$ cat src/hdl/cltd_defs.svh
// instruction patterns, flag positions and cycle counts for the decoder
`ifndef CLTD_DEFS_SVH
`define CLTD_DEFS_SVH

// ------------------------------------------------------------
// whole-word inherent opcodes
// ------------------------------------------------------------
`define CLTD_W_NO_OPERATION  16'h0000
`define CLTD_W_STANDBY       16'h0003
`define CLTD_W_WATCHDOG_CLR  16'h0004
`define CLTD_W_STACK_PUSH    16'h0005
`define CLTD_W_STACK_POP     16'h0006
`define CLTD_W_DECIMAL_ADJ   16'h0007
`define CLTD_W_SOFT_RESET    16'h00ff

// ------------------------------------------------------------
// wildcard patterns, matched with casez
// ------------------------------------------------------------
`define CLTD_P_INT_RETURN    16'b0000_0000_0001_000?
`define CLTD_P_SUB_RETURN    16'b0000_0000_0001_001?
`define CLTD_P_TABLE_READ    16'b0000_0000_0000_10??
`define CLTD_P_TABLE_WRITE   16'b0000_0000_0000_11??
`define CLTD_P_BANK_LOAD     16'b0000_0001_0000_????
`define CLTD_P_LIT_SUBTRACT  16'b0000_1000_????_????
`define CLTD_P_LIT_OR        16'b0000_1001_????_????
`define CLTD_P_LIT_XOR       16'b0000_1010_????_????
`define CLTD_P_LIT_AND       16'b0000_1011_????_????
`define CLTD_P_EXIT_LITERAL  16'b0000_1100_????_????
`define CLTD_P_LIT_MULTIPLY  16'b0000_1101_????_????
`define CLTD_P_LIT_LOAD      16'b0000_1110_????_????
`define CLTD_P_LIT_ADD       16'b0000_1111_????_????
`define CLTD_P_JUMP_REL      16'b1101_0???_????_????
`define CLTD_P_INVOKE_REL    16'b1101_1???_????_????
`define CLTD_P_PTR_LOAD      16'b1110_1110_00??_????
`define CLTD_P_ABS_JUMP      16'b1110_1111_????_????
`define CLTD_P_SUB_CALL      16'b1110_110?_????_????
`define CLTD_P_BRANCH_COND   16'b1110_0???_????_????
`define CLTD_P_SECOND_WORD   16'b1111_????_????_????

// ------------------------------------------------------------
// branch condition codes
// ------------------------------------------------------------
`define CLTD_CC_ZERO         3'h0
`define CLTD_CC_NONZERO      3'h1
`define CLTD_CC_CARRY        3'h2
`define CLTD_CC_NO_CARRY     3'h3
`define CLTD_CC_WRAP         3'h4
`define CLTD_CC_NO_WRAP      3'h5
`define CLTD_CC_NEGATIVE     3'h6
`define CLTD_CC_NOT_NEG      3'h7

// ------------------------------------------------------------
// status update mask bit positions and values
// ------------------------------------------------------------
`define CLTD_FLAG_CARRY      0
`define CLTD_FLAG_DIGIT      1
`define CLTD_FLAG_ZERO       2
`define CLTD_FLAG_WRAP       3
`define CLTD_FLAG_NEGATIVE   4
`define CLTD_FLAG_TIME_PWR   5
`define CLTD_FLAG_INT_EN     6
`define CLTD_MASK_NONE       7'h00
`define CLTD_MASK_ALL        7'h7f
`define CLTD_MASK_ARITH      7'h1f
`define CLTD_MASK_LOGIC      7'h14

// ------------------------------------------------------------
// cycle counts and program counter step
// ------------------------------------------------------------
`define CLTD_CYC_ONE         3'h1
`define CLTD_CYC_TWO         3'h2
`define CLTD_CYC_TBL_LONG    3'h5
`define CLTD_PC_STEP         21'h000002

`endif

$ cat src/hdl/cltd_pkg.sv
// types shared by the control, literal and table decoder
package cltd_pkg;

  typedef enum logic [4:0] {
    OP_NO_OPERATION, OP_STANDBY, OP_WATCHDOG_CLEAR, OP_STACK_PUSH, OP_STACK_POP,
    OP_DECIMAL_ADJUST, OP_SOFT_RESET, OP_INTERRUPT_RETURN, OP_SUB_RETURN,
    OP_TABLE_READ, OP_TABLE_WRITE, OP_BANK_LITERAL_LOAD, OP_LITERAL_SUBTRACT,
    OP_LITERAL_OR, OP_LITERAL_XOR, OP_LITERAL_AND, OP_EXIT_WITH_LITERAL,
    OP_LITERAL_MULTIPLY, OP_LITERAL_LOAD, OP_LITERAL_ADD, OP_BRANCH_COND,
    OP_JUMP_RELATIVE, OP_RELATIVE_INVOKE, OP_SUB_CALL, OP_ABSOLUTE_JUMP,
    OP_POINTER_LITERAL_LOAD, OP_OUTSIDE_GROUP
  } cltd_op_t;

  typedef enum logic [1:0] {
    PH_FIRST, PH_SECOND, PH_FILL
  } cltd_phase_t;

  typedef struct packed {
    cltd_phase_t phase;
    logic [2:0]  fillCnt;
    cltd_op_t    pendOp;
    logic [7:0]  pendLow;
    logic        opValid;
    cltd_op_t    op;
    logic [7:0]  lit8;
    logic [11:0] lit12;
    logic [1:0]  fsrSel;
    logic [1:0]  tblMode;
    logic        shadowSel;
    logic [6:0]  flagMask;
    logic [2:0]  cycles;
    logic        pcLoad;
    logic [20:0] pcTarget;
    logic        tblBusy;
    logic        prescClear;
    logic        rmwFromPins;
  } cltd_state_t;

endpackage

$ cat src/hdl/cltd_dec_if.sv
// signals between the decoder core and its branch and flag helpers
`timescale 1ns/1ps
`default_nettype none

interface cltd_dec_if;
  import cltd_pkg::*;
  logic [2:0]  condCode;
  logic [3:0]  flags;
  logic [10:0] offset;
  logic [20:0] pcCur;
  logic        condTaken;
  logic [20:0] relTarget;
  cltd_op_t    op;
  logic [6:0]  flagMask;
  logic [2:0]  baseCycles;

  modport core   (output condCode, flags, offset, pcCur, op,
                  input condTaken, relTarget, flagMask, baseCycles);
  modport branch (input condCode, flags, offset, pcCur, output condTaken, relTarget);
  modport flagmap(input op, output flagMask, baseCycles);
endinterface

`default_nettype wire

$ cat src/hdl/cltd_branch_unit.sv
// branch condition test and relative target adder
`timescale 1ns/1ps
`default_nettype none
`include "cltd_defs.svh"

module cltd_branch_unit
  import cltd_pkg::*;
(
  cltd_dec_if.branch bu
);
  // flags order: {negative, wrap, carry, zero}
  always_comb
  begin
    unique case (bu.condCode)
      `CLTD_CC_ZERO:     bu.condTaken = bu.flags[0];
      `CLTD_CC_NONZERO:  bu.condTaken = !bu.flags[0];
      `CLTD_CC_CARRY:    bu.condTaken = bu.flags[1];
      `CLTD_CC_NO_CARRY: bu.condTaken = !bu.flags[1];
      `CLTD_CC_WRAP:     bu.condTaken = bu.flags[2];
      `CLTD_CC_NO_WRAP:  bu.condTaken = !bu.flags[2];
      `CLTD_CC_NEGATIVE: bu.condTaken = bu.flags[3];
      `CLTD_CC_NOT_NEG:  bu.condTaken = !bu.flags[3];
    endcase
  end

  // offset counts words, so it is doubled before the add
  assign bu.relTarget = bu.pcCur + `CLTD_PC_STEP
                        + {{9{bu.offset[10]}}, bu.offset, 1'b0};
endmodule

`default_nettype wire

$ cat src/hdl/cltd_flag_map.sv
// status update mask and base cycle count per decoded operation
`timescale 1ns/1ps
`default_nettype none
`include "cltd_defs.svh"

module cltd_flag_map
  import cltd_pkg::*;
(
  cltd_dec_if.flagmap fm
);
  always_comb
  begin
    fm.flagMask   = `CLTD_MASK_NONE;
    fm.baseCycles = `CLTD_CYC_ONE;
    unique case (fm.op)
      OP_STANDBY, OP_WATCHDOG_CLEAR:
        fm.flagMask = 7'h01 << `CLTD_FLAG_TIME_PWR;
      OP_DECIMAL_ADJUST:
        fm.flagMask = 7'h01 << `CLTD_FLAG_CARRY;
      OP_SOFT_RESET:
        fm.flagMask = `CLTD_MASK_ALL;
      OP_INTERRUPT_RETURN:
      begin
        fm.flagMask   = 7'h01 << `CLTD_FLAG_INT_EN;
        fm.baseCycles = `CLTD_CYC_TWO;
      end
      OP_LITERAL_ADD, OP_LITERAL_SUBTRACT:
        fm.flagMask = `CLTD_MASK_ARITH;
      OP_LITERAL_AND, OP_LITERAL_OR, OP_LITERAL_XOR:
        fm.flagMask = `CLTD_MASK_LOGIC;
      OP_SUB_RETURN, OP_EXIT_WITH_LITERAL, OP_TABLE_READ, OP_TABLE_WRITE,
      OP_JUMP_RELATIVE, OP_RELATIVE_INVOKE, OP_SUB_CALL, OP_ABSOLUTE_JUMP,
      OP_POINTER_LITERAL_LOAD:
        fm.baseCycles = `CLTD_CYC_TWO;
      default:
        fm.baseCycles = `CLTD_CYC_ONE;
    endcase
  end
endmodule

`default_nettype wire

$ cat src/hdl/cltd_decoder.sv
// control, literal and table instruction decoder of the 8-bit core
//
`timescale 1ns/1ps
`default_nettype none
`include "cltd_defs.svh"

module cltd_decoder
  import cltd_pkg::*;
(
  input  wire logic        clk,
  input  wire logic        rst,
  input  wire logic        instrValid,
  input  wire logic [15:0] instrWord,
  input  wire logic [20:0] instrAddr,
  input  wire logic        flagZero,
  input  wire logic        flagCarry,
  input  wire logic        flagWrap,
  input  wire logic        flagNegative,
  input  wire logic        tblWriteStartsMem,
  input  wire logic        memWriteDone,
  input  wire logic        timerZeroWrite,
  input  wire logic        prescalerOnTimerZero,
  input  wire logic        portRmwAccess,
  output logic             instrReady,
  output logic             opValid,
  output cltd_op_t         opCode,
  output logic [7:0]       literal8,
  output logic [11:0]      literal12,
  output logic [1:0]       pointerSel,
  output logic [1:0]       tableMode,
  output logic             shadowSel,
  output logic [6:0]       statusUpdateMask,
  output logic [2:0]       opCycles,
  output logic             pcLoad,
  output logic [20:0]      pcTarget,
  output logic             tblWriteActive,
  output logic             prescalerClear,
  output logic             rmwFromPins
);

  // ------------------------------------------------------------
  // helpers
  // ------------------------------------------------------------
  cltd_dec_if ifc ();

  cltd_branch_unit u_branch (
    .bu (ifc.branch)
  );

  cltd_flag_map u_flags (
    .fm (ifc.flagmap)
  );

  cltd_state_t cur_reg;
  cltd_state_t cur_next;
  cltd_op_t    wordOp;

  // ------------------------------------------------------------
  // first-word classification
  // ------------------------------------------------------------
  // more specific 1110 patterns come before the branch pattern
  always_comb
  begin
    casez (instrWord)
      `CLTD_W_NO_OPERATION: wordOp = OP_NO_OPERATION;
      `CLTD_W_STANDBY:      wordOp = OP_STANDBY;
      `CLTD_W_WATCHDOG_CLR: wordOp = OP_WATCHDOG_CLEAR;
      `CLTD_W_STACK_PUSH:   wordOp = OP_STACK_PUSH;
      `CLTD_W_STACK_POP:    wordOp = OP_STACK_POP;
      `CLTD_W_DECIMAL_ADJ:  wordOp = OP_DECIMAL_ADJUST;
      `CLTD_W_SOFT_RESET:   wordOp = OP_SOFT_RESET;
      `CLTD_P_INT_RETURN:   wordOp = OP_INTERRUPT_RETURN;
      `CLTD_P_SUB_RETURN:   wordOp = OP_SUB_RETURN;
      `CLTD_P_TABLE_READ:   wordOp = OP_TABLE_READ;
      `CLTD_P_TABLE_WRITE:  wordOp = OP_TABLE_WRITE;
      `CLTD_P_BANK_LOAD:    wordOp = OP_BANK_LITERAL_LOAD;
      `CLTD_P_LIT_SUBTRACT: wordOp = OP_LITERAL_SUBTRACT;
      `CLTD_P_LIT_OR:       wordOp = OP_LITERAL_OR;
      `CLTD_P_LIT_XOR:      wordOp = OP_LITERAL_XOR;
      `CLTD_P_LIT_AND:      wordOp = OP_LITERAL_AND;
      `CLTD_P_EXIT_LITERAL: wordOp = OP_EXIT_WITH_LITERAL;
      `CLTD_P_LIT_MULTIPLY: wordOp = OP_LITERAL_MULTIPLY;
      `CLTD_P_LIT_LOAD:     wordOp = OP_LITERAL_LOAD;
      `CLTD_P_LIT_ADD:      wordOp = OP_LITERAL_ADD;
      `CLTD_P_JUMP_REL:     wordOp = OP_JUMP_RELATIVE;
      `CLTD_P_INVOKE_REL:   wordOp = OP_RELATIVE_INVOKE;
      `CLTD_P_PTR_LOAD:     wordOp = OP_POINTER_LITERAL_LOAD;
      `CLTD_P_ABS_JUMP:     wordOp = OP_ABSOLUTE_JUMP;
      `CLTD_P_SUB_CALL:     wordOp = OP_SUB_CALL;
      `CLTD_P_BRANCH_COND:  wordOp = OP_BRANCH_COND;
      `CLTD_P_SECOND_WORD:  wordOp = OP_NO_OPERATION;
      default:              wordOp = OP_OUTSIDE_GROUP;
    endcase
  end

  // ------------------------------------------------------------
  // helper inputs
  // ------------------------------------------------------------
  always_comb
  begin
    ifc.condCode = instrWord[10:8];
    ifc.flags    = {flagNegative, flagWrap, flagCarry, flagZero};
    ifc.pcCur    = instrAddr;
    if (wordOp == OP_BRANCH_COND)
      ifc.offset = {{3{instrWord[7]}}, instrWord[7:0]};
    else
      ifc.offset = instrWord[10:0];
    ifc.op = (cur_reg.phase == PH_SECOND) ? cur_reg.pendOp : wordOp;
  end

  // ------------------------------------------------------------
  // next state
  // ------------------------------------------------------------
  always_comb
  begin
    logic [2:0] cyc;
    cyc = ifc.baseCycles;
    cur_next = cur_reg;
    cur_next.opValid     = 1'b0;
    cur_next.pcLoad      = 1'b0;
    cur_next.prescClear  = timerZeroWrite && prescalerOnTimerZero;
    cur_next.rmwFromPins = portRmwAccess;
    // the memory write runs on past the stall until memory reports its end
    if (cur_reg.tblBusy && memWriteDone)
      cur_next.tblBusy = 1'b0;

    unique case (cur_reg.phase)
      PH_FILL:
      begin
        // empty cycles in which nothing is executed
        cur_next.fillCnt = cur_reg.fillCnt - 3'h1;
        if (cur_reg.fillCnt == 3'h1)
          cur_next.phase = PH_FIRST;
      end

      PH_SECOND:
      begin
        if (instrValid)
        begin
          // second word supplies the rest of the operand
          cur_next.opValid  = 1'b1;
          cur_next.op       = cur_reg.pendOp;
          cur_next.flagMask = ifc.flagMask;
          cur_next.cycles   = ifc.baseCycles;
          cur_next.phase    = PH_FIRST;
          if (cur_reg.pendOp == OP_POINTER_LITERAL_LOAD)
            cur_next.lit12 = {cur_reg.pendLow[3:0], instrWord[7:0]};
          else
          begin
            cur_next.pcLoad   = 1'b1;
            cur_next.pcTarget = {instrWord[11:0], cur_reg.pendLow, 1'b0};
          end
        end
      end

      PH_FIRST:
      begin
        if (instrValid)
        begin
          cur_next.op       = wordOp;
          cur_next.flagMask = ifc.flagMask;
          cur_next.lit8     = instrWord[7:0];
          cur_next.tblMode  = instrWord[1:0];
          cur_next.shadowSel = instrWord[0];
          unique case (wordOp)
            OP_POINTER_LITERAL_LOAD, OP_SUB_CALL, OP_ABSOLUTE_JUMP:
            begin
              // hold the first word and wait for its operand word
              cur_next.pendOp  = wordOp;
              cur_next.pendLow = instrWord[7:0];
              cur_next.phase   = PH_SECOND;
              if (wordOp == OP_POINTER_LITERAL_LOAD)
                cur_next.fsrSel = instrWord[5:4];
              if (wordOp == OP_SUB_CALL)
                cur_next.shadowSel = instrWord[8];
            end
            default:
            begin
              cur_next.opValid = 1'b1;
              if (wordOp == OP_BANK_LITERAL_LOAD)
                cur_next.lit8 = {4'h0, instrWord[3:0]};
              if (wordOp == OP_BRANCH_COND)
                cyc = ifc.condTaken ? `CLTD_CYC_TWO : `CLTD_CYC_ONE;
              if (wordOp == OP_TABLE_WRITE && tblWriteStartsMem)
              begin
                cyc = `CLTD_CYC_TBL_LONG;
                cur_next.tblBusy = 1'b1;
              end
              if (wordOp == OP_JUMP_RELATIVE || wordOp == OP_RELATIVE_INVOKE
                  || (wordOp == OP_BRANCH_COND && ifc.condTaken))
              begin
                cur_next.pcLoad   = 1'b1;
                cur_next.pcTarget = ifc.relTarget;
              end
              if (wordOp == OP_INTERRUPT_RETURN || wordOp == OP_SUB_RETURN
                  || wordOp == OP_EXIT_WITH_LITERAL)
                cur_next.pcLoad = 1'b1;
              cur_next.cycles = cyc;
              if (cyc != `CLTD_CYC_ONE)
              begin
                cur_next.phase   = PH_FILL;
                cur_next.fillCnt = cyc - 3'h1;
              end
            end
          endcase
        end
      end

      default:
        cur_next.phase = PH_FIRST;
    endcase
  end

  // ------------------------------------------------------------
  // state register
  // ------------------------------------------------------------
  always_ff @(posedge clk)
  begin
    if (rst)
    begin
      cur_reg <= '0;
      cur_reg.phase  <= PH_FIRST;
      cur_reg.op     <= OP_NO_OPERATION;
      cur_reg.pendOp <= OP_NO_OPERATION;
    end
    else
      cur_reg <= cur_next;
  end

  // ------------------------------------------------------------
  // outputs
  // ------------------------------------------------------------
  // during the empty cycles the fetch unit must hold off
  assign instrReady       = (cur_reg.phase != PH_FILL);
  assign opValid          = cur_reg.opValid;
  assign opCode           = cur_reg.op;
  assign literal8         = cur_reg.lit8;
  assign literal12        = cur_reg.lit12;
  assign pointerSel       = cur_reg.fsrSel;
  assign tableMode        = cur_reg.tblMode;
  assign shadowSel        = cur_reg.shadowSel;
  assign statusUpdateMask = cur_reg.flagMask;
  assign opCycles         = cur_reg.cycles;
  assign pcLoad           = cur_reg.pcLoad;
  assign pcTarget         = cur_reg.pcTarget;
  assign tblWriteActive   = cur_reg.tblBusy;
  assign prescalerClear   = cur_reg.prescClear;
  assign rmwFromPins      = cur_reg.rmwFromPins;

endmodule

`default_nettype wire

$ cat config.mk
export PLATFORM = sky130hd
export DESIGN_NAME = cltd_decoder
export DESIGN_NICKNAME = d
export VERILOG_FILES = /design/src/hdl/cltd_pkg.sv /design/src/hdl/cltd_dec_if.sv /design/src/hdl/cltd_branch_unit.sv /design/src/hdl/cltd_flag_map.sv /design/src/hdl/cltd_decoder.sv
export VERILOG_INCLUDE_DIRS = /design/src /design/src/hdl
export SDC_FILE = /design/constraint.sdc
export NUM_CORES = 1
export LEC_CHECK = 0
export BUFFER_PORTS_ARGS = -buffer_cell sky130_fd_sc_hd__buf_2
export CAP_MARGIN = 5
export CORE_UTILIZATION = 60
export DETAILED_ROUTE_END_ITERATION = 8
export PLACE_DENSITY = 0.84
export SLEW_MARGIN = 20
export SYNTH_ARGS = -nofsm -noshare
export SYNTH_HDL_FRONTEND = slang
export SYNTH_HIERARCHICAL = 1
export SYNTH_SLANG_ARGS = --single-unit
export TNS_END_PERCENT = 30
$ cat constraint.sdc
create_clock -name clk -period 10 [get_ports clk]
set_clock_uncertainty 0.1 [all_clocks]
set_input_delay 2 -clock clk [delete_from_list [all_inputs] [get_ports clk]]
set_output_delay 2 -clock clk [all_outputs]
set_load 0.02 [all_outputs]
* Word-level counts from Yosys, hierarchy flattened
Cells that the tools add are included.
** Word-level totals
- Bits in registers :: 84
- Word-level logic and storage cells :: 169
- Input bits :: 49
- Output and inout port bits :: 67
** Operators by class
- Equality and inequality tests :: 77
- Reduce and logical (&&, ||, !) cells :: 32
- Add/subtract/negate cells :: 4
- Multiplexer cells :: 38
** Operators by type and width (number)
- $pmux W5 S26 :: 1
- $eq A5 B5 Y1 const B :: 18
- $eq A16 B3 Y1 const B :: 4
- $eq A8 B4 Y1 const B :: 8
- $mux W32 :: 2
- $pmux W32 S2 :: 1
- $eq A5 B4 Y1 const B :: 10
- $mux W22 :: 2
- $pmux W7 S6 :: 1
- $mux W33 :: 1
- $eq A15 B4 Y1 const B :: 2
- $eq A14 B2 Y1 const B :: 2
- $mux W26 :: 1
- $add A21 B2 Y21 const B :: 1
- $add A21 B21 Y21 :: 1
- $eq A5 B3 Y1 const B :: 4
- $mux W3 :: 6
- $eq A16 B2 Y1 const B :: 1
- $eq A16 B8 Y1 const B :: 1
- $logic_not A16 Y1 :: 1
- $mux W8 :: 2
- $ne A2 B2 Y1 const B :: 8
- $reduce_and A4 Y1 :: 4
- $mux W13 :: 1
- other kinds (36) :: 68

* Logic depth before layout (Yosys ltp)
- Word-level depth :: 17
- Depth in mapped cells :: 19
- Gate-level depth less buffers :: 18

* Hierarchy
Netlist, hierarchy kept.
** Modules (own cells, without submodules)
- cltd_decoder :: instances 1, area each 4569.4 um2, seq. area each 1641.6 um2, cells an instance 559
- cltd_branch_unit :: instances 1, area each 1330.0 um2, seq. area each 0.0 um2, cells an instance 173
- cltd_flag_map :: instances 1, area each 201.4 um2, seq. area each 0.0 um2, cells an instance 30

* Least setup slack after synthesis
Ideal clock, no wire load.
- Kind :: in2reg
- From :: in instrWord[0]
- To :: reg cur_reg[81] (netlist bit)
- Path buffers :: 1
- Slack :: 4446 ps
- Stages on the path :: 18
- Required time :: 9760 ps
- Setup time :: 140 ps
- Data arrival time :: 5314 ps
- Path through :: clkbuf_1 > nor2b_1 > xor2_1 > o41ai_1 > or2_2 > nor3_1 > nor2_1 > a21oi_1 > nand2b_1 > o311a_1 > nand2_1 > o21ai_0 > or2_2 > ha_1 > nor3b_1 > o21a_1 > o311ai_0 > o211ai_1
** On the way
- Word-level cells in the longest chain between the ends :: 17
- Elaborated cells on any way between the ends :: 43
- Those cells by class :: add/sub: 1; eq/ne: 24; mux: 12; reduce/logical: 6
** Ends and longest elaborated chain
- start, declared :: line cltd_decoder.sv:13 : input wire logic [15:0] instrWord,
- $logic_not A16 Y1 :: line cltd_decoder.sv:64 : casez (instrWord)
- $reduce_or A2 Y1 (no source line)
- $pmux W5 S26 * :: line cltd_decoder.sv:64
- $mux W5 * :: line cltd_decoder.sv:108 : ifc.op = (cur_reg.phase == PH_SECOND) ? cur_reg.pendOp : wordOp;
- net ifc.op[3] :: line cltd_dec_if.sv:13 : cltd_op_t op;
- $eq A5 B3 Y1 (tied with other cells) :: line cltd_flag_map.sv:15 : unique case (fm.op)
- $reduce_or A10 Y1 (no source line) *
- $mux W2 * :: line cltd_flag_map.sv:15
- net ifc.baseCycles[0] :: line cltd_dec_if.sv:15 : logic [2:0] baseCycles;
- (+2 left out)
- $mux W3 * :: line cltd_decoder.sv:165 : unique case (wordOp)
- $mux W3 * :: line cltd_decoder.sv:158 : if (instrValid)
- $mux W3 * :: line cltd_decoder.sv:127 : unique case (cur_reg.phase)
- $sub A3 B1 Y3 :: line cltd_decoder.sv:202 : cur_next.fillCnt = cyc - 3'h1;
- $mux W5 :: line cltd_decoder.sv:199 : if (cyc != `CLTD_CYC_ONE)
- $mux W3 :: line cltd_decoder.sv:165
- $mux W32 :: line cltd_decoder.sv:158
- $pmux W3 S2 :: line cltd_decoder.sv:127
- end signal, assigned :: line cltd_decoder.sv:227 : cur_reg <= cur_next;
- end, declared :: line cltd_decoder.sv:54 : cltd_state_t cur_reg;
The timed path passes the listed nets; every way through them passes the cells marked *. The select of a mux whose other input is x is not followed.
A chain may end at the register's enable or synchronous reset.

* Final worst setup path
- From :: in instrWord[14]
- To :: reg cur_reg[80] (netlist bit)
** On the way
- Word-level cells in the longest chain between the ends :: 17
- Elaborated cells on any way between the ends :: 63
- Those cells by class :: add/sub: 1; eq/ne: 44; mux: 12; reduce/logical: 6
** Ends and longest elaborated chain (line)
- $logic_not A16 Y1 / $eq A4 B4 Y1 (equally long branches) :: cltd_decoder.sv:64
- $reduce_or A2 Y1 (no source line)
- $pmux W5 S26 * :: cltd_decoder.sv:64
- $mux W5 * :: cltd_decoder.sv:108
- net ifc.op[3] :: cltd_dec_if.sv:13
- $eq A5 B3 Y1 (tied with other cells) :: cltd_flag_map.sv:15
- $reduce_or A10 Y1 (no source line) *
- $mux W2 * :: cltd_flag_map.sv:15
- net ifc.baseCycles[0] :: cltd_dec_if.sv:15
- (+2 left out)
- $mux W3 * :: cltd_decoder.sv:165
- $mux W3 * :: cltd_decoder.sv:158
- $mux W3 * :: cltd_decoder.sv:127
- $sub A3 B1 Y3 :: cltd_decoder.sv:202
- $mux W5 :: cltd_decoder.sv:199
- $mux W3 :: cltd_decoder.sv:165
- $mux W32 :: cltd_decoder.sv:158
- $pmux W3 S2 :: cltd_decoder.sv:127
Marks and branches as above.

==> reports/metrics.cfg <==
[status]
status=finished, final reports clean

[floorplanning]
dieHeight_um=103
rows=36
ios=116
core_sq_um=9820
die_area_sq_um=10600
die_w_um=103
start_util_pct=62.1

[detailed_routing]
drcViolationCount=0
vias=5681
drt_first_pass_iters=5
wl_met3_mm=1.15
drt_iter0_drc=510
viasPerCell=6.16
drtAntennaViolNets=0
route.met2.wl_mm=7.38
maxUsedRoutingLayer=met4
wl_met1_mm=6.72
drt_wl_total_mm=15.8
avgRoutedWirePerCell_um=17.1

[layout]
post-route-util_pct=64.5
syn_to_final_growth_pct=3.77
largest_register_ffs=21
layout.nets=876
n_antenna_cell=0
drive_above_1_share_pct=21.3

[critical_path]
path_max_fanout=7
critPathRequiredTime_ns=10.11
cp-start-kind=primary input
critPathArrivalTime_ns=6.04
path_class=primary input to register
cp-end-kind=register

[yosys]
synth_warnings=6
ys_ff_latch=82
synthArstFlopShare_pct=0
ys_seq_area_share_pct=26.9
synth-edff-count=0
synth_nets=853
netlist_instances=762
synth_area_sq_um=6100
synth_area_per_cell_sq_um=8.01
synth_ff_type=dfxtp_1
yosysUniqueCellTypes=84

[sta]
final.setup.worst_slack_ns=4.07
hold_ws_ns=0.354
worst_pin_slew_ns=0.818
rsz0062_at_grt=false
fin_crit_sh_pct=59.3
fin_crit_ns=5.93
slew_viol_final=0
finalSetupViolations=0
hold_violations=0
fmaxAchievable_mhz=169
max_slew_margin_pct=45.5
tns_ns=0

[cts]
clockBufferDepth=2
htree_levels=3
cts_resized=0
cts_buffers=9
cts_tree=yes
clk_pin_slew_ns=0.09
post_cts_buffers=0
clock_sinks=82
insertion_delay_ns=0.36
cts_root_buf=clkbuf_8
hold_buffers=0

[power]
p_leak_uw=0.00284
share_seq_of_total_power_pct=42.0
clockPowerShare_pct=29.5
switching_power_uw=281
comb_power_share_pct=28.4
max-vdd-ir-drop_mv=0.0781
internal_power_uw=540
fin_total_pwr_uw=821
switching_share_pct=34.2
power_density_nw_per_um2=130

[global_routing]
grt_usage_pct=30.4
grt_pass1_vias=5240
globalRoute.totalOverflow=0
grt_pass1_wl_mm=24.9
antenna_found_initial=0
grt_max_degree=81

[place]
gp_congestion=0.963
pre_cts_slack_ns=3.79
io_buffers=115
hpwlAfterDp_mm=11.5

[min_path]
min_path_type=register to register

[flow_run]
maxCapViolCount=0

==> Yosys cell counts, types with 3 or more instances <==
cell,number,area [sq um]
mux2i_1,18,180
o21ai_0,20,100
nor2b_1,13,81.3
nand3b_1,3,22.5
nor3_1,10,50.1
a211oi_2,4,50.1
dfxtp_1,82,1640
a21oi_1,64,320
or3_1,5,31.3
and2_1,3,18.8
inv_1,19,71.3
buf_1,3,11.3
mux2_2,6,67.6
clkbuf_1,21,78.8
o21ai_1,5,25.0
xor2_1,9,78.8
nand2b_1,16,100
xnor2_1,6,52.6
and4_1,3,26.3
o21a_1,5,37.5
o211ai_1,7,52.6
a21o_1,3,22.5
o31ai_1,3,22.5
nor2_1,75,282
buf_4,69,518
and4_4,3,33.8
o21bai_1,5,37.5
ha_1,41,513
nor3b_1,6,45.0
buf_2,6,30.0
o2111ai_1,4,35.0
nand3_1,16,80.1
nand2_1,98,368
or4_1,3,22.5
nand4_1,4,25.0
a211oi_1,5,37.5
a32oi_1,5,43.8
buf_6,7,78.8
or2_2,3,18.8
nor4_1,4,25.0
and3_1,7,43.8
a222oi_1,20,200
==> worst max-delay path, stage by stage <==
cell	delay (ns)
buf_2	0.15
or4_4	0.59
o32ai_1	0.55
nand3b_1	0.20
nor2_1	0.05
a21oi_1	0.46
nand2b_1	0.18
o311a_1	0.34
nand2_1	0.06
o21ai_0	0.12
or2_2	0.35
ha_1	0.22
nor3b_1	0.16
o21a_1	0.15
nor3_1	0.34
a211oi_1	0.13
==> worst paths after layout <==
path                              end           startpoint  cells after the start  slack [ns]
setup / recovery          cur_reg[80]        instrWord[14]                     16        4.07
hold / removal    statusUpdateMask[1]  statusUpdateMask[1]                      2        0.35
setup reg to reg          cur_reg[80]          cur_reg[82]                     13        5.99
hold reg to reg   statusUpdateMask[1]  statusUpdateMask[1]                      2        0.35
==> per-layer routing <==
layer  vias up  GRT usage (%)
met5         -              0
met4         0           16.3
met3        54           5.08
met2       283           50.9
met1      2628           37.5
li1       2716              -
==> area by class of cell <==
type                    instances  area (sq um)
clock buffers                   9           124
fillers                       901          3490
repair buffers                120           613
inverters                      20          75.1
clock inverters                 6          66.3
flip-flops and latches         82          1640
well taps                     133           166
multi-input cells             552          3640
==> stage by stage <==
stage	std cells	cell area (sq um)
3_5_place_dp	907	6140
5_1_grt	922	6330
4_1_cts	922	6330
6_report	922	6330
2_1_floorplan	762	6100
3_3_place_gp	907	6140
==> power by group through the flow <==
stage               Sequential (uW)  Combinational (uW)  Clock (uW)
detailed placement              353                 228           0
global route                    346                 257         261
global placement                352                 218           0
CTS                             345                 229         246
floorplan                       351                 183           0
finish                          345                 233         242
==> layout by cell type (no fill, tap or decap), types with 4 or more instances in the layout <==
cell type,Yosys,final
mux2_2,6,6
xnor2_1,6,6
inv_1,19,19
buf_4,69,5
a211oi_2,4,4
or3_1,5,5
nand3_1,16,16
o211ai_1,7,7
clkbuf_8,2,9
ha_1,41,41
nor4_1,4,4
o21ai_1,5,6
o21ai_0,20,19
nor3_1,10,9
o2111ai_1,4,4
nand2b_1,16,16
dfxtp_1,82,82
a211oi_1,5,5
xor2_1,9,9
nand2_1,98,98
nor2_1,75,75
a32oi_1,5,5
buf_2,6,115
mux2i_1,18,18
a222oi_1,20,20
nor3b_1,6,6
and3_1,7,7
o21a_1,5,5
nand4_1,4,4
o21bai_1,5,5
nor2b_1,13,13
a21oi_1,64,64
==> cell families (layout without fill, tap and decap cells) <==
logic type	Yosys count	count (layout)	synth area share, %
and+or+nand+nor	292	292	24.3
AOI/OAI and AO/OA	176	176	19.8
buffers and inverters	128	155	13.4
DFF	82	82	26.9
adders and majority gates	43	43	8.92
muxes	25	25	4.43
xor gates and xnor gates	15	15	2.15
other	1	1	0.0615
Note: power is estimated with default switching activity, not from simulation.
